File: src/logic/bcce_regs.svh
`ifndef BCCE_REGS_SVH
`define BCCE_REGS_SVH

// Register byte offsets on the bus.
`define BCCE_OFS_INSTR 8'h00
`define BCCE_OFS_WORKING_REG_ALIAS 8'h04
`define BCCE_OFS_FLAGS 8'h08
`define BCCE_OFS_BANK 8'h0C
`define BCCE_OFS_PC 8'h10
`define BCCE_OFS_STACK 8'h14
`define BCCE_OFS_SHADOW 8'h18
`define BCCE_OFS_CTRL 8'h1C
`define BCCE_OFS_STAT 8'h20
`define BCCE_OFS_MEM_LO 8'h40
`define BCCE_OFS_MEM_HI 8'h7C

// Flag register bit positions.
`define BCCE_FLAG_C 0
`define BCCE_FLAG_DC 1
`define BCCE_FLAG_Z 2
`define BCCE_FLAG_OV 3
`define BCCE_FLAG_N 4

// Status register bit positions.
`define BCCE_STAT_BUSY 0
`define BCCE_STAT_SKIP 1
`define BCCE_STAT_CALL 2
`define BCCE_STAT_SWALLOW 3
`define BCCE_STAT_TO 4
`define BCCE_STAT_PD 5

// Control register bit positions.
`define BCCE_CTRL_EXT 0
`define BCCE_CTRL_BASE_LSB 16

// Timing and addressing constants.
`define BCCE_Q_LAST 2'h3
`define BCCE_LITERAL_LIMIT 8'h5F
`define BCCE_ACCESS_HIGH_BANK 4'hF

`endif

File: src/logic/bcce_pkg.sv
package bcce_pkg;

    typedef enum logic [1:0] {
        BCCE_IDLE,
        BCCE_EXEC,
        BCCE_NOP
    } bcce_state_e;

    typedef struct packed {
        bcce_state_e st;
        logic [1:0] q;
        logic [1:0] nops;
        logic [15:0] ir;
        logic [7:0] w;
        logic [7:0] flags;
        logic [7:0] bank_select_register;
        logic [20:0] pc;
        logic [20:0] return_stack_top;
        logic [7:0] ws;
        logic [7:0] flags_s;
        logic [7:0] bsr_s;
        logic ext_en;
        logic [11:0] base;
        logic skip;
        logic swallow;
        logic call_pend;
        logic call_s;
        logic [7:0] call_klo;
        logic to_bit;
        logic pd_bit;
        logic wdt_clr;
        logic [15:0][7:0] mem;
        logic ahb_act;
        logic ahb_wr;
        logic [7:0] ahb_addr;
        logic [31:0] rdata;
    } bcce_state_s;

endpackage : bcce_pkg

File: src/logic/bcce_core.sv
`timescale 1ns/1ps
// Functional notes
// - Branch-on-zero jumps to PC+2+2n when zero flag set; flags untouched.
// - Taken branch adds one no-operation cycle; untaken branch only steps PC by two.
// - Call pushes PC+4 onto return stack, loads literal into PC bits 20:1.
// - Fast-save bit copies working, flags and bank registers into shadows.
// - Call is two words, 1110110s then 1111, two cycles.
// - Clear-register writes zero to operand and sets zero flag.
// - Access bit low selects direct bank; high uses bank-select register.
// - Extended set with access low and operand up to 95 uses indexed offset.
// - Watchdog clear resets counter and postscaler, sets timeout and powerdown bits.
// - Complement inverts operand, destination bit picks working register or operand.
// - Compare-equal skips next instruction when operand equals working register.
// - Compare-greater skips when operand exceeds working register, unsigned.
// - Compare-less skips when operand is below working register, unsigned.
// - Skipped word runs as no-operation; a two-word victim costs one more cycle.
`include "bcce_regs.svh"

module bcce_core
    import bcce_pkg::*;
(
    input wire logic hclk,
    input wire logic hresetn,
    input wire logic hsel,
    input wire logic [31:0] haddr,
    input wire logic [1:0] htrans,
    input wire logic hwrite,
    input wire logic [2:0] hsize,
    input wire logic [31:0] hwdata,
    input wire logic hready,
    output logic hreadyout,
    output logic [31:0] hrdata,
    output logic hresp,
    output logic wdt_clear,
    output logic [11:0] data_addr
);

    bcce_state_s s_q;
    bcce_state_s s_d;
    logic [11:0] eff;
    logic [7:0] opnd;
    logic [7:0] res;
    logic busy;

    // Effective data address from the access bit, operand and bank state.
    function automatic logic [11:0] bcce_eff_addr(input logic a, input logic [7:0] f, input logic [7:0] bank,
                                                  input logic ext, input logic [11:0] base);
        logic [11:0] r;
        r = {bank[3:0], f};
        if (!a && ext && f <= `BCCE_LITERAL_LIMIT) begin
            r = 12'(base + {4'h0, f});
        end else if (!a) begin
            r = (f <= `BCCE_LITERAL_LIMIT) ? {4'h0, f} : {`BCCE_ACCESS_HIGH_BANK, f};
        end
        return r;
    endfunction : bcce_eff_addr

    // Words that carry a second operand word and so cost two cycles when skipped.
    function automatic logic bcce_two_word(input logic [15:0] op);
        return op[15:12] == 4'hC || op[15:9] == 7'b1110110 || op[15:8] == 8'hEE || op[15:8] == 8'hEF;
    endfunction : bcce_two_word

    // Only the low four address bits index storage; the full address goes out on data_addr.
    assign busy = s_q.st != BCCE_IDLE;
    assign eff = bcce_eff_addr(s_q.ir[8], s_q.ir[7:0], s_q.bank_select_register, s_q.ext_en, s_q.base);
    assign opnd = s_q.mem[eff[3:0]];
    assign res = ~opnd;

    // An instruction write waits while the previous one still runs, which paces software.
    assign hreadyout = !(s_q.ahb_act && s_q.ahb_wr && s_q.ahb_addr == `BCCE_OFS_INSTR && busy);
    assign hrdata = s_q.rdata;
    assign hresp = 1'b0;
    assign wdt_clear = s_q.wdt_clr;
    assign data_addr = eff;

    // Bus slave, instruction sequencer and execute stage in one next-state process.
    always_comb begin
        s_d = s_q;
        s_d.wdt_clr = 1'b0;

        // Data phase of a write; execution below overrides software on a same-cycle clash.
        if (s_q.ahb_act && s_q.ahb_wr && hreadyout) begin
            if (s_q.ahb_addr == `BCCE_OFS_INSTR) begin
                s_d.ir = hwdata[15:0];
                s_d.st = BCCE_EXEC;
                s_d.q = 2'h0;
            end else if (s_q.ahb_addr == `BCCE_OFS_WORKING_REG_ALIAS) begin
                s_d.w = hwdata[7:0];
            end else if (s_q.ahb_addr == `BCCE_OFS_FLAGS) begin
                s_d.flags = {3'h0, hwdata[4:0]};
            end else if (s_q.ahb_addr == `BCCE_OFS_BANK) begin
                s_d.bank_select_register = hwdata[7:0];
            end else if (s_q.ahb_addr == `BCCE_OFS_PC) begin
                s_d.pc = {hwdata[20:1], 1'b0};
            end else if (s_q.ahb_addr == `BCCE_OFS_CTRL) begin
                s_d.ext_en = hwdata[`BCCE_CTRL_EXT];
                s_d.base = hwdata[`BCCE_CTRL_BASE_LSB +: 12];
            end else if (s_q.ahb_addr == `BCCE_OFS_STAT) begin
                s_d.to_bit = hwdata[`BCCE_STAT_TO];
                s_d.pd_bit = hwdata[`BCCE_STAT_PD];
            end else if (s_q.ahb_addr >= `BCCE_OFS_MEM_LO && s_q.ahb_addr <= `BCCE_OFS_MEM_HI) begin
                s_d.mem[s_q.ahb_addr[5:2]] = hwdata[7:0];
            end
        end

        // Address phase; read data is captured now so the data phase has no wait state.
        if (hready) begin
            s_d.ahb_act = hsel && htrans[1];
            s_d.ahb_wr = hwrite;
            s_d.ahb_addr = {haddr[7:2], 2'h0};
            s_d.rdata = 32'h0000_0000;
            if (hsel && htrans[1] && !hwrite) begin
                if (haddr[7:2] == `BCCE_OFS_INSTR >> 2) begin
                    s_d.rdata = {16'h0000, s_q.ir};
                end else if (haddr[7:2] == `BCCE_OFS_WORKING_REG_ALIAS >> 2) begin
                    s_d.rdata = {24'h000000, s_q.w};
                end else if (haddr[7:2] == `BCCE_OFS_FLAGS >> 2) begin
                    s_d.rdata = {24'h000000, s_q.flags};
                end else if (haddr[7:2] == `BCCE_OFS_BANK >> 2) begin
                    s_d.rdata = {24'h000000, s_q.bank_select_register};
                end else if (haddr[7:2] == `BCCE_OFS_PC >> 2) begin
                    s_d.rdata = {11'h000, s_q.pc};
                end else if (haddr[7:2] == `BCCE_OFS_STACK >> 2) begin
                    s_d.rdata = {11'h000, s_q.return_stack_top};
                end else if (haddr[7:2] == `BCCE_OFS_SHADOW >> 2) begin
                    s_d.rdata = {8'h00, s_q.bsr_s, s_q.flags_s, s_q.ws};
                end else if (haddr[7:2] == `BCCE_OFS_CTRL >> 2) begin
                    s_d.rdata = {4'h0, s_q.base, 15'h0000, s_q.ext_en};
                end else if (haddr[7:2] == `BCCE_OFS_STAT >> 2) begin
                    s_d.rdata = {26'h0000000, s_q.pd_bit, s_q.to_bit, s_q.swallow, s_q.call_pend, s_q.skip, busy};
                end else if (haddr[7:0] >= `BCCE_OFS_MEM_LO && haddr[7:0] <= `BCCE_OFS_MEM_HI) begin
                    s_d.rdata = {24'h000000, s_q.mem[haddr[5:2]]};
                end
            end
        end

        // Each instruction cycle is four clocks, one per quarter; effects land in the last.
        case (s_q.st)
            BCCE_IDLE: begin
                s_d.q = s_d.q;
            end
            BCCE_EXEC: begin
                s_d.q = 2'(s_q.q + 2'h1);
                if (s_q.q == `BCCE_Q_LAST) begin
                    s_d.st = BCCE_IDLE;
                    s_d.pc = 21'(s_q.pc + 21'h2);
                    if (s_q.swallow) begin
                        s_d.swallow = 1'b0;
                    end else if (s_q.skip) begin
                        s_d.skip = 1'b0;
                        s_d.swallow = bcce_two_word(s_q.ir);
                    end else if (s_q.call_pend) begin
                        s_d.call_pend = 1'b0;
                        if (s_q.ir[15:12] == 4'hF) begin
                            s_d.return_stack_top = 21'(s_q.pc + 21'h2);
                            s_d.pc = {s_q.ir[11:0], s_q.call_klo, 1'b0};
                            if (s_q.call_s) begin
                                s_d.ws = s_q.w;
                                s_d.flags_s = s_q.flags;
                                s_d.bsr_s = s_q.bank_select_register;
                            end
                        end
                    end else if (s_q.ir[15:8] == 8'hE0) begin
                        if (s_q.flags[`BCCE_FLAG_Z]) begin
                            s_d.pc = 21'(s_q.pc + 21'h2 + {{12{s_q.ir[7]}}, s_q.ir[7:0], 1'b0});
                            s_d.st = BCCE_NOP;
                            s_d.nops = 2'h1;
                        end
                    end else if (s_q.ir[15:9] == 7'b1110110) begin
                        s_d.call_pend = 1'b1;
                        s_d.call_s = s_q.ir[8];
                        s_d.call_klo = s_q.ir[7:0];
                    end else if (s_q.ir[15:9] == 7'b0110101) begin
                        s_d.mem[eff[3:0]] = 8'h00;
                        s_d.flags[`BCCE_FLAG_Z] = 1'b1;
                    end else if (s_q.ir == 16'h0004) begin
                        s_d.wdt_clr = 1'b1;
                        s_d.to_bit = 1'b1;
                        s_d.pd_bit = 1'b1;
                    end else if (s_q.ir[15:10] == 6'b000111) begin
                        if (s_q.ir[9]) begin
                            s_d.mem[eff[3:0]] = res;
                        end else begin
                            s_d.w = res;
                        end
                        s_d.flags[`BCCE_FLAG_Z] = res == 8'h00;
                        s_d.flags[`BCCE_FLAG_N] = res[7];
                    end else if (s_q.ir[15:9] == 7'b0110001) begin
                        s_d.skip = opnd == s_q.w;
                    end else if (s_q.ir[15:9] == 7'b0110010) begin
                        s_d.skip = opnd > s_q.w;
                    end else if (s_q.ir[15:9] == 7'b0110000) begin
                        s_d.skip = opnd < s_q.w;
                    end
                end
            end
            BCCE_NOP: begin
                s_d.q = 2'(s_q.q + 2'h1);
                if (s_q.q == `BCCE_Q_LAST) begin
                    s_d.nops = 2'(s_q.nops - 2'h1);
                    if (s_q.nops == 2'h1) begin
                        s_d.st = BCCE_IDLE;
                    end
                end
            end
            default: begin
                s_d.st = BCCE_IDLE;
            end
        endcase
    end

    // Whole state registered at once; timeout and powerdown bits come up set.
    always_ff @(posedge hclk or negedge hresetn) begin
        if (!hresetn) begin
            s_q <= '0;
            s_q.st <= BCCE_IDLE;
            s_q.to_bit <= 1'b1;
            s_q.pd_bit <= 1'b1;
        end else begin
            s_q <= s_d;
        end
    end

endmodule : bcce_core

File: config.mk
export PLATFORM = sky130hd
export DESIGN_NAME = bcce_core
export DESIGN_NICKNAME = d
export VERILOG_FILES = /design/src/logic/bcce_pkg.sv /design/src/logic/bcce_core.sv
export VERILOG_INCLUDE_DIRS = /design/src /design/src/logic
export SDC_FILE = /design/constraint.sdc
export NUM_CORES = 1
export LEC_CHECK = 0
export ABC_AREA = 1
export BUFFER_PORTS_ARGS = -buffer_cell sky130_fd_sc_hd__buf_2
export CAP_MARGIN = 20
export CORE_ASPECT_RATIO = 0.7
export CORE_MARGIN = 8
export CORE_UTILIZATION = 40
export CTS_BUF_LIST = sky130_fd_sc_hd__clkbuf_8
export CTS_CLUSTER_DIAMETER = 200
export DETAILED_ROUTE_END_ITERATION = 12
export PLACE_DENSITY = 0.63
export SLEW_MARGIN = 20
export SYNTH_ARGS = -nofsm -noshare
export SYNTH_HDL_FRONTEND = slang
export SYNTH_SLANG_ARGS = --single-unit
File: constraint.sdc
create_clock -name hclk -period 4.5 [get_ports hclk]
set_clock_uncertainty 0.15 [all_clocks]
set_input_delay 0.225 -clock hclk [delete_from_list [all_inputs] [get_ports hclk]]
set_output_delay 0.225 -clock hclk [all_outputs]
set_load 0.02 [all_outputs]
[After elaboration in Yosys (flattened, before gate mapping)]
Cells that the tools add are included.
Word-level totals
  register bits: 302
  latch bits: 0
  memory bits (writable): 0
  memory bits (read-only): 0
  output and inout port bits: 47
  logic and storage cells: 287
  memories: 0
Operators by class
  add/sub/neg operators: 5
  multipliers: 0
  divide/modulo/power cells: 0
  magnitude comparators: 12
  equality and inequality tests: 38
  shift-type cells: 0
  muxes and demuxes: 138
  bitwise logic cells: 12
  reduce and logical (&&, ||, !) cells: 39
Operators by type and width (number)
  2-to-1 mux 128 bit: 13
  2-to-1 mux 131 bit: 6
  2-to-1 mux 66 bit: 5
  bitwise mux 128 bit: 2
  2-to-1 mux 28 bit: 9
  2-to-1 mux 8 bit: 19
  2-to-1 mux 141 bit: 1
  2-to-1 mux 45 bit: 3
  AND 128 bit: 1
  NOT 128 bit: 1
  2-to-1 mux 21 bit: 5
  binary-select mux 8 bit (select 4 bit): 2
  demux 8 bit (select 4 bit): 2
  2-to-1 mux 2 bit: 24
  == test 6 x 3 -> 1 bit, second input constant: 7
  2-to-1 mux 12 bit: 3
  2-to-1 mux 34 bit: 1
  2-to-1 mux 1 bit: 33
  2-to-1 mux 29 bit: 1
  == test 7 x 6 -> 1 bit, second input constant: 4
  == test 6 x 2 -> 1 bit, second input constant: 4
  == test 8 bit, second input constant: 3
  <= comparator 8 x 7 -> 1 bit, second input constant: 3
  2-to-1 mux 24 bit: 1
  42 further kinds: 91

[Longest topological paths before layout]
Gate-level depths: netlist of the first run.
  word-level depth: 26
  mapped depth: 26

[Worst setup path before layout of the first run]
No wires, ideal clock.
  path type: flip-flop to flip-flop
  from: reg s_q[288] (netlist bit)
  to: reg s_q[184] (netlist bit)
  library setup time: 0.120 ns
  arrival time: 3.289 ns
  required time: 4.230 ns
  path slack: 0.941 ns
  cell stages (with the launch flop): 23
  path buffers: 2
  clock period less this slack: 3.559 ns
  cells stage by stage: dfrtp_1 -> ha_1 -> fa_1 -> inv_1 -> o21ai_4 -> buf_4 -> nand2_1 -> nand2_1 -> nand2_1 -> nand2_1 -> nor2_4 -> buf_4 -> ha_1 -> inv_1 -> nor2_1 -> nor2_1 -> o21a_1 -> o21ai_0 -> o21ai_0 -> o211ai_1 -> o21ai_0 -> nand4_1 -> nand2_1
On the way
  word-level cells in the longest chain between the ends: 16
  elaborated cells between the ends (all ways): 22
  classes of those cells: 1 x add/sub; 3 x order compare; 2 x eq/ne; 15 x mux; 1 x reduce/logical
RTL lines
  from (decl): RTL line bcce_core.sv:38  | bcce_state_s s_q;
  parallel branches: the longest is 2 deep, another holds adder 12 x 8 -> 12 bit
  2-to-1 mux 12 bit (*): RTL line bcce_core.sv:50  | if (!a && ext && f <= `BCCE_LITERAL_LIMIT) begin
  via data_addr[1]: RTL line bcce_core.sv:35  | output logic [11:0] data_addr
  binary-select mux 8 bit (select 4 bit) (*): RTL line bcce_core.sv:66  | assign opnd = s_q.mem[eff[3:0]];
  2-to-1 mux 8 bit (not written as such) (*): RTL line bcce_core.sv:66
  < comparator 8 bit: RTL line bcce_core.sv:193  | s_d.skip = opnd < s_q.w;
  2-to-1 mux 1 bit: RTL line bcce_core.sv:192  | end else if (s_q.ir[15:9] == 7'b0110000) begin
  2-to-1 mux 1 bit: RTL line bcce_core.sv:190  | end else if (s_q.ir[15:9] == 7'b0110010) begin
  2-to-1 mux 1 bit (*): RTL line bcce_core.sv:188  | end else if (s_q.ir[15:9] == 7'b0110001) begin
  2-to-1 mux 1 bit (*): RTL line bcce_core.sv:180  | end else if (s_q.ir[15:10] == 6'b000111) begin
  2-to-1 mux 1 bit (*): RTL line bcce_core.sv:176  | end else if (s_q.ir == 16'h0004) begin
  2-to-1 mux 1 bit (*): RTL line bcce_core.sv:173  | end else if (s_q.ir[15:9] == 7'b0110101) begin
  2-to-1 mux 1 bit (*): RTL line bcce_core.sv:169  | end else if (s_q.ir[15:9] == 7'b1110110) begin
  2-to-1 mux 1 bit (*): RTL line bcce_core.sv:163  | end else if (s_q.ir[15:8] == 8'hE0) begin
  2-to-1 mux 1 bit (*): RTL line bcce_core.sv:152  | end else if (s_q.call_pend) begin
  2-to-1 mux 1 bit (*): RTL line bcce_core.sv:149  | end else if (s_q.skip) begin
Mark *: on every way through the listed nets, which the timed path passes. The select of a mux whose other input is x is not followed.
A chain may end at the register's enable or synchronous reset.

[Final worst setup path of the first run]
  from: reg s_q[288] (netlist bit)
  to: reg s_q[184] (netlist bit)
On the way
  word-level cells in the longest chain between the ends: 16
  elaborated cells between the ends (all ways): 22
  classes of those cells: 1 x add/sub; 3 x order compare; 2 x eq/ne; 15 x mux; 1 x reduce/logical
RTL lines (RTL line)
  parallel branches: the longest is 10 deep, another holds adder 12 x 8 -> 12 bit
  2-to-1 mux 1 bit (*): bcce_core.sv:176
  2-to-1 mux 1 bit (*): bcce_core.sv:173
  2-to-1 mux 1 bit (*): bcce_core.sv:169
  2-to-1 mux 1 bit (*): bcce_core.sv:163
  2-to-1 mux 1 bit (*): bcce_core.sv:152
  2-to-1 mux 1 bit (*): bcce_core.sv:149
Mark *: on every way between the ends. The select of a mux whose other input is x is not followed.

==> results.json, run 1 <==
{
  "violations": "negative hold slack",
  "setup_viol": 0,
  "ys_types": 58,
  "crit_required_ns": 4.93,
  "cp-end-kind": "flop",
  "hold_violations": 1,
  "drive_gt1_share_pct": 9.63,
  "globalplace.congestion": 0.998,
  "dieHeight_um": 203,
  "holdWs_ns": -0.00460,
  "n_antenna_cell": 0,
  "ys_seq_area_share_pct": 37.2,
  "vias": 21400,
  "drc": 0,
  "dr.pass1.iters": 6,
  "antenna_found_initial": 2,
  "leakage_nw": 11.7,
  "synth.most_common_cell": "nand2_1",
  "syn-cell-area_um2": 20000,
  "avgSynthCellArea_um2": 6.91,
  "yosys.area.top_type_share_pct": 37.0,
  "insertion_delay_ns": 0.70,
  "grt_max_degree": 94,
  "fin_cells": 3688,
  "drt_iter0_markers": 2888,
  "clock_path_buffers": 3,
  "ir_worst_vdd_uv": 363,
  "die_x_um": 284,
  "gr-total-overflow": 0,
  "grtUsageTotal_pct": 29.9,
  "wirelength_um": 89400,
  "grt.met2_usage_pct": 39.0,
  "synth_flop_cell": "dfrtp_1",
  "port_buffers": 83,
  "grt_setup_unrepaired": "no",
  "fin_area_um2": 22500,
  "dpl.cell_count": 3547,
  "viasPerCell": 5.80,
  "postCtsResizedCells": 0,
  "grt_pass1_wl_um": 130000,
  "core-area_um2": 49400,
  "min_period_ns": 4.14,
  "maxCapViolations": 0,
  "tightest_slew_ns": 1.24,
  "start_util_pct": 40.5,
  "wl_per_cell_um": 24.2,
  "synth_common_cells": "nand2_1, o21ai_0, inv_1",
  "design.die.area_um2": 57600,
  "cts_tree": "built",
  "dpl-instance-area_um2": 20900,
  "crit_start": "s_q[288]",
  "row_count": 68,
  "critPathArrivalTime_ns": 4.57,
  "p_per_area_nw_per_um2": 466,
  "clock-sinks": 298,
  "cp-start-kind": "flop",
  "clock.fmax_mhz": 242,
  "status": "finished with violations",
  "yosysWarningCount": 0,
  "cts.clk_slew.worst_paths_ns": 0.06,
  "syn2layout_area_growth_pct": 12.1,
  "grt_use_met3_pct": 10.1,
  "async_flop_share_pct": 100,
  "final.period_utilization_pct": 91.9,
  "finish.utilization_pct": 45.4,
  "synth_largest_area_cell": "dfrtp_1",
  "fill_cells": 5101,
  "crit_type": "flop to flop",
  "nNetsFinal": 3103,
  "synth_area_leaders": "dfrtp_1, nand2_1, o21ai_0",
  "grt_pass1_vias": 19300,
  "io_pins": 121,
  "finalMaxSlewViolations": 0,
  "fin_tns_setup_ns": 0,
  "synth_edf_count": 0,
  "place_hpwl_um": 64700,
  "cts_made_buffers": 53,
  "synth_cells": 2902,
  "r2r_start": "s_q[288]",
  "slew_headroom_pct": 16.9,
  "ant_nets": 0,
  "crit_fanout": 31,
  "power_w": 0.0105,
  "yosys_register_bits": 298,
  "clock-root-buffer": "clkbuf_8",
  "hp-class": "input pin to async pin",
  "gr-max-usage-layer": "met1",
  "htree_num_levels": 2,
  "grtUsageMet1_pct": 45.9
}
-- power breakdown --
part           internal (W)  switching (W)
clock network       0.00141        0.00130
logic               0.00135        0.00312
registers           0.00294       0.000349
-- what timing repair did --
| action | CTS | global route |
|---|---|---|
| setup buffers | 0 | 0 |
| hold endpoints to repair | 174 | 0 |
| hold buffers | 48 | 0 |
-- critical path: stages, from the launching register on --
cell,delay (ns)
dfrtp_1,0.48
ha_1,0.28
fa_1,0.50
inv_1,0.06
o21ai_4,0.32
inv_6,0.19
nand2_1,0.12
nand2_1,0.08
nand2_1,0.06
nand2_1,0.05
inv_1,0.18
nand2_2,0.15
ha_1,0.30
inv_1,0.03
nor4_1,0.56
o21ai_0,0.15
o211ai_1,0.10
o21ai_0,0.11
nand4_1,0.09
nand2_1,0.05
-- state kept, by name, summed over array words and instances, names as in the netlist --
register	cells
hrdata	28
wdt_clear	1
s_q	269
-- placed cells by master (no fill, tap or decap), drive strengths merged, types with 6 or more instances in the layout --
cell type	count
nand3	107
o2111ai	8
o31ai	6
clkbuf	71
nor3	23
nor2	163
dlygate4sd3	48
nand3b	10
inv	338
xor2	21
nand2	957
nand4	43
a211oi	12
a21oi	132
ha	42
o22ai	38
a22oi	6
nor4	6
dfrtp	296
buf	133
clkinv	8
o21ai	437
o211ai	70
-- cells by family after synthesis --
kind of cell             count (synthesis)  share of synthesized area, %
buffers and inverters                  481                          10.5
AO/OA/AOI/OAI                          736                          20.7
flip-flops                             298                          37.2
AND/OR/NAND/NOR                       1313                          27.4
adder cells (fa/ha/maj)                 44                          2.82
other                                    1                        0.0187
multiplexers                             4                         0.225
XOR/XNOR                                25                          1.09
-- final cells by class --
cell class / instances / area, µm² / area share, %
clock inverters: 22 / 126 / 0.563
repair buffers: 181 / 1340 / 5.94
inverters: 324 / 1230 / 5.46
clock buffers: 71 / 977 / 4.35
flip-flops and latches: 298 / 7460 / 33.2
well taps: 665 / 832 / 3.70
multi-input cells: 2127 / 10500 / 46.8
-- metrics by stage --
step                hold WS [ns]  worst slack (ns)
CTS                      0.00331             0.420
global route              0.0316             0.171
finish                  -0.00460             0.363
floorplan                 -0.221             0.941
global placement           0.162             0.456
detailed placement         0.170             0.409
-- worst paths after layout --
| check | endpoint | slack (ns) | depth (start not counted) |
|---|---|---|---|
| max | s_q[184] | 0.36 | 19 |
| min | s_q[263] | -0.005 | 2 |
| max reg2reg | s_q[184] | 0.36 | 19 |
| min reg2reg | s_q[223] | 0.32 | 1 |
| max in group asynchronous | s_q[65] | 3.12 | 3 |
| min in group hclk | s_q[107] | 0.07 | 3 |
-- metal layers --
layer  up-vias  part of all wire (%)
met2      1315                    38
met3       158                    14
met1     10200                    46
li1       9699                     -
met4         0                   2.6
met5         -                     0
(Power assumes the default switching activity.)
==> run 2: changes to the inputs <==
--- a/config.mk
+++ b/config.mk
@@ -15,6 +15,7 @@
 export CTS_BUF_LIST = sky130_fd_sc_hd__clkbuf_8
 export CTS_CLUSTER_DIAMETER = 200
 export DETAILED_ROUTE_END_ITERATION = 12
+export MAX_ROUTING_LAYER = met4
 export PLACE_DENSITY = 0.63
 export SLEW_MARGIN = 20
 export SYNTH_ARGS = -nofsm -noshare
==> run 2 against run 1 <==
The run now ends clean. Non-clock buffer count is 1 lower. Power about the same. Largest power group unchanged. Largest cell class unchanged. Utilization hardly changed. Sequential cell count unchanged. Register-to-register slack got worse by 0.09 ns. Critical path type unchanged. Sequential power hardly changed. Via count fell by 0.40%. Maximum frequency decreased by 2.2%. Critical path depth unchanged. Critical endpoint unchanged.
==> results.json, run 2 (synthesis gave the netlist of run 1 again) <==
{
  "cp-start-kind": "flop",
  "met1_length_um": 42200,
  "slew_headroom_pct": 16.1,
  "dr_wl_met2_um": 33700,
  "clock-root-buffer": "clkbuf_8",
  "clock.fmax_mhz": 236,
  "finalMaxSlewViolations": 0,
  "io_pins": 121,
  "ir_worst_vdd_uv": 307,
  "dr.pass1.iters": 5,
  "place_hpwl_um": 65100,
  "port_buffers": 83,
  "cts.clk_slew.worst_paths_ns": 0.07,
  "crit_fanout": 15,
  "cts_tree": "built",
  "grt_pass1_vias": 19800,
  "grt_max_degree": 90,
  "swShare_pct": 45.0,
  "critPathArrivalTime_ns": 4.65,
  "nNetsFinal": 3101,
  "wirelength_um": 89700,
  "p_sw_w": 0.00471,
  "design.die.area_um2": 57600,
  "drc": 0,
  "hold_violations": 0,
  "globalplace.congestion": 1.04,
  "status": "finished, final reports clean",
  "clock-sinks": 298,
  "p_clk_share_pct": 26.7,
  "htree_num_levels": 2,
  "drt_iter0_markers": 2821,
  "crit_chain": "ha_1 > fa_1 > inv_1 > o21ai_4 > buf_4 > buf_4 > nand2_1 > nand3_1 > nand2_1 > nand2_1 > nor2_4 > ha_1 > nand4_1 > nor4_1 > o21ai_0 > o211ai_1 > o21ai_0 > nand4_1 > nand2_1",
  "core-area_um2": 49400,
  "row_count": 68,
  "mostFrequentLayoutCells": "nand2_1, o21ai_0, inv_1",
  "cts_made_buffers": 52,
  "crit_required_ns": 4.92,
  "wl_per_cell_um": 24.3,
  "tightest_slew_ns": 1.26,
  "power_frac_comb_pct": 42.0,
  "syn2layout_area_growth_pct": 12.0,
  "maxCapViolations": 0,
  "critPathMaxStageDelay_ns": 0.52,
  "final_common_cell": "nand2_1",
  "die_x_um": 284,
  "gr-total-overflow": 0,
  "holdWs_ns": 0.00963,
  "fin_tns_setup_ns": 0,
  "regMostFlops": "s_q",
  "slowest_stage": "o21ai_4",
  "vias": 21300,
  "grtUsageTotal_pct": 30.9,
  "grt_pass1_wl_um": 131000,
  "post_cts_buffers": 0,
  "ff2ff_setup_slack_ns": 0.27,
  "viasPerCell": 5.78,
  "top_layer_used": "met4",
  "wl_met3_um": 11200,
  "largest_register_ff_count": 269,
  "clock_path_buffers": 3,
  "min_period_ns": 4.23,
  "hp-class": "input pin to async pin",
  "cp-end-kind": "flop",
  "leakage_nw": 11.7,
  "ant_nets": 0,
  "internal_power_w": 0.00576,
  "fill_cells": 5095,
  "dieHeight_um": 203,
  "crit_type": "flop to flop",
  "antenna_found_initial": 6,
  "seqPwrFrac_pct": 31.3,
  "crit_top_cell": "nand2_1",
  "start_util_pct": 40.5,
  "drive_gt1_share_pct": 9.73,
  "final.period_utilization_pct": 94.0,
  "grt_setup_unrepaired": "no",
  "insertion_delay_ns": 0.69,
  "setup_viol": 0,
  "p_per_area_nw_per_um2": 467
}
-- run 2: cell types whose count changed in the layout (fill, tap and decap cells not counted), moves of 2 or more --
cell | before | now
inv_1 | 320 | 318
clkinv_2 | 5 | 10
dlygate4sd3_1 | 48 | 43
inv_8 | 0 | 2
bufinv_16 | 0 | 4
buf_4 | 45 | 49
clkbuf_8 | 71 | 62
diode_2 | 0 | 2
-- run 2: timing repair --
item / CTS / global route
endpoints found under the setup margin: 0 / 1
gates resized for setup: 0 / 0
endpoints found under the hold margin: 166 / 0
hold buffers: 43 / 0
-- run 2: cell type report --
cell class	instances	area [µm²]	area share [%]
sequential	298	7460	33.2
clock buffer	62	853	3.80
inverter	324	1230	5.46
clock inverter	30	262	1.16
timing repair buffer	180	1310	5.82
multi-input combinational	2127	10500	46.8
tap	665	832	3.71
antenna	2	5.00	0.0223
-- run 2: power groups by stage --
stage	registers, W	logic (W)	clock network, W
floorplan	0.00317	0.00275	0
global placement	0.00329	0.00419	0
detailed placement	0.00329	0.00420	0
CTS	0.00325	0.00425	0.00282
global route	0.00329	0.00480	0.00293
finish	0.00327	0.00440	0.00280
-- run 2: path summary, 6_finish.rpt --
path,end,start,cells past startpoint
min reg2reg,s_q[208],s_q[208],2
max in group asynchronous,s_q[169],hresetn,3
min in group hclk,s_q[155],hwdata[1],3
max reg2reg,s_q[184],s_q[185],19
max,s_q[184],s_q[185],19
min,s_q[261],hresetn,2
-- run 2: stage by stage --
step / cells / utilization, % / total power, W / worst slack, ns / instance area (µm²)
floorplan: 2906 / - / 0.00592 / 0.941 / 20100
global placement: 3549 / 42.2 / 0.00748 / 0.346 / 20900
detailed placement: 3550 / 42.2 / 0.00750 / 0.275 / 20900
CTS: 3685 / 45.4 / 0.0103 / 0.322 / 22400
global route: 3688 / 45.4 / 0.0110 / 0.00509 / 22400
finish: 3688 / 45.4 / 0.0105 / 0.268 / 22400
-- run 2: layer usage --
| layer | vias to the layer above | global-route usage, % |
|---|---|---|
| met5 | - | - |
| met4 | 0 | 9.12 |
| met3 | 156 | 8.13 |
| met2 | 1242 | 39.3 |
| met1 | 10200 | 46.5 |
| li1 | 9694 | - |
-- run 2: worst max-delay path: cells and delay by family (launching register included) --
kind | cells | cell delay (ns)
AOI/OAI and AO/OA | 4 | 0.87
adders and majority gates | 3 | 1.03
buffers and inverters | 3 | 0.60
DFF | 1 | 0.40
and+or+nand+nor | 9 | 1.08
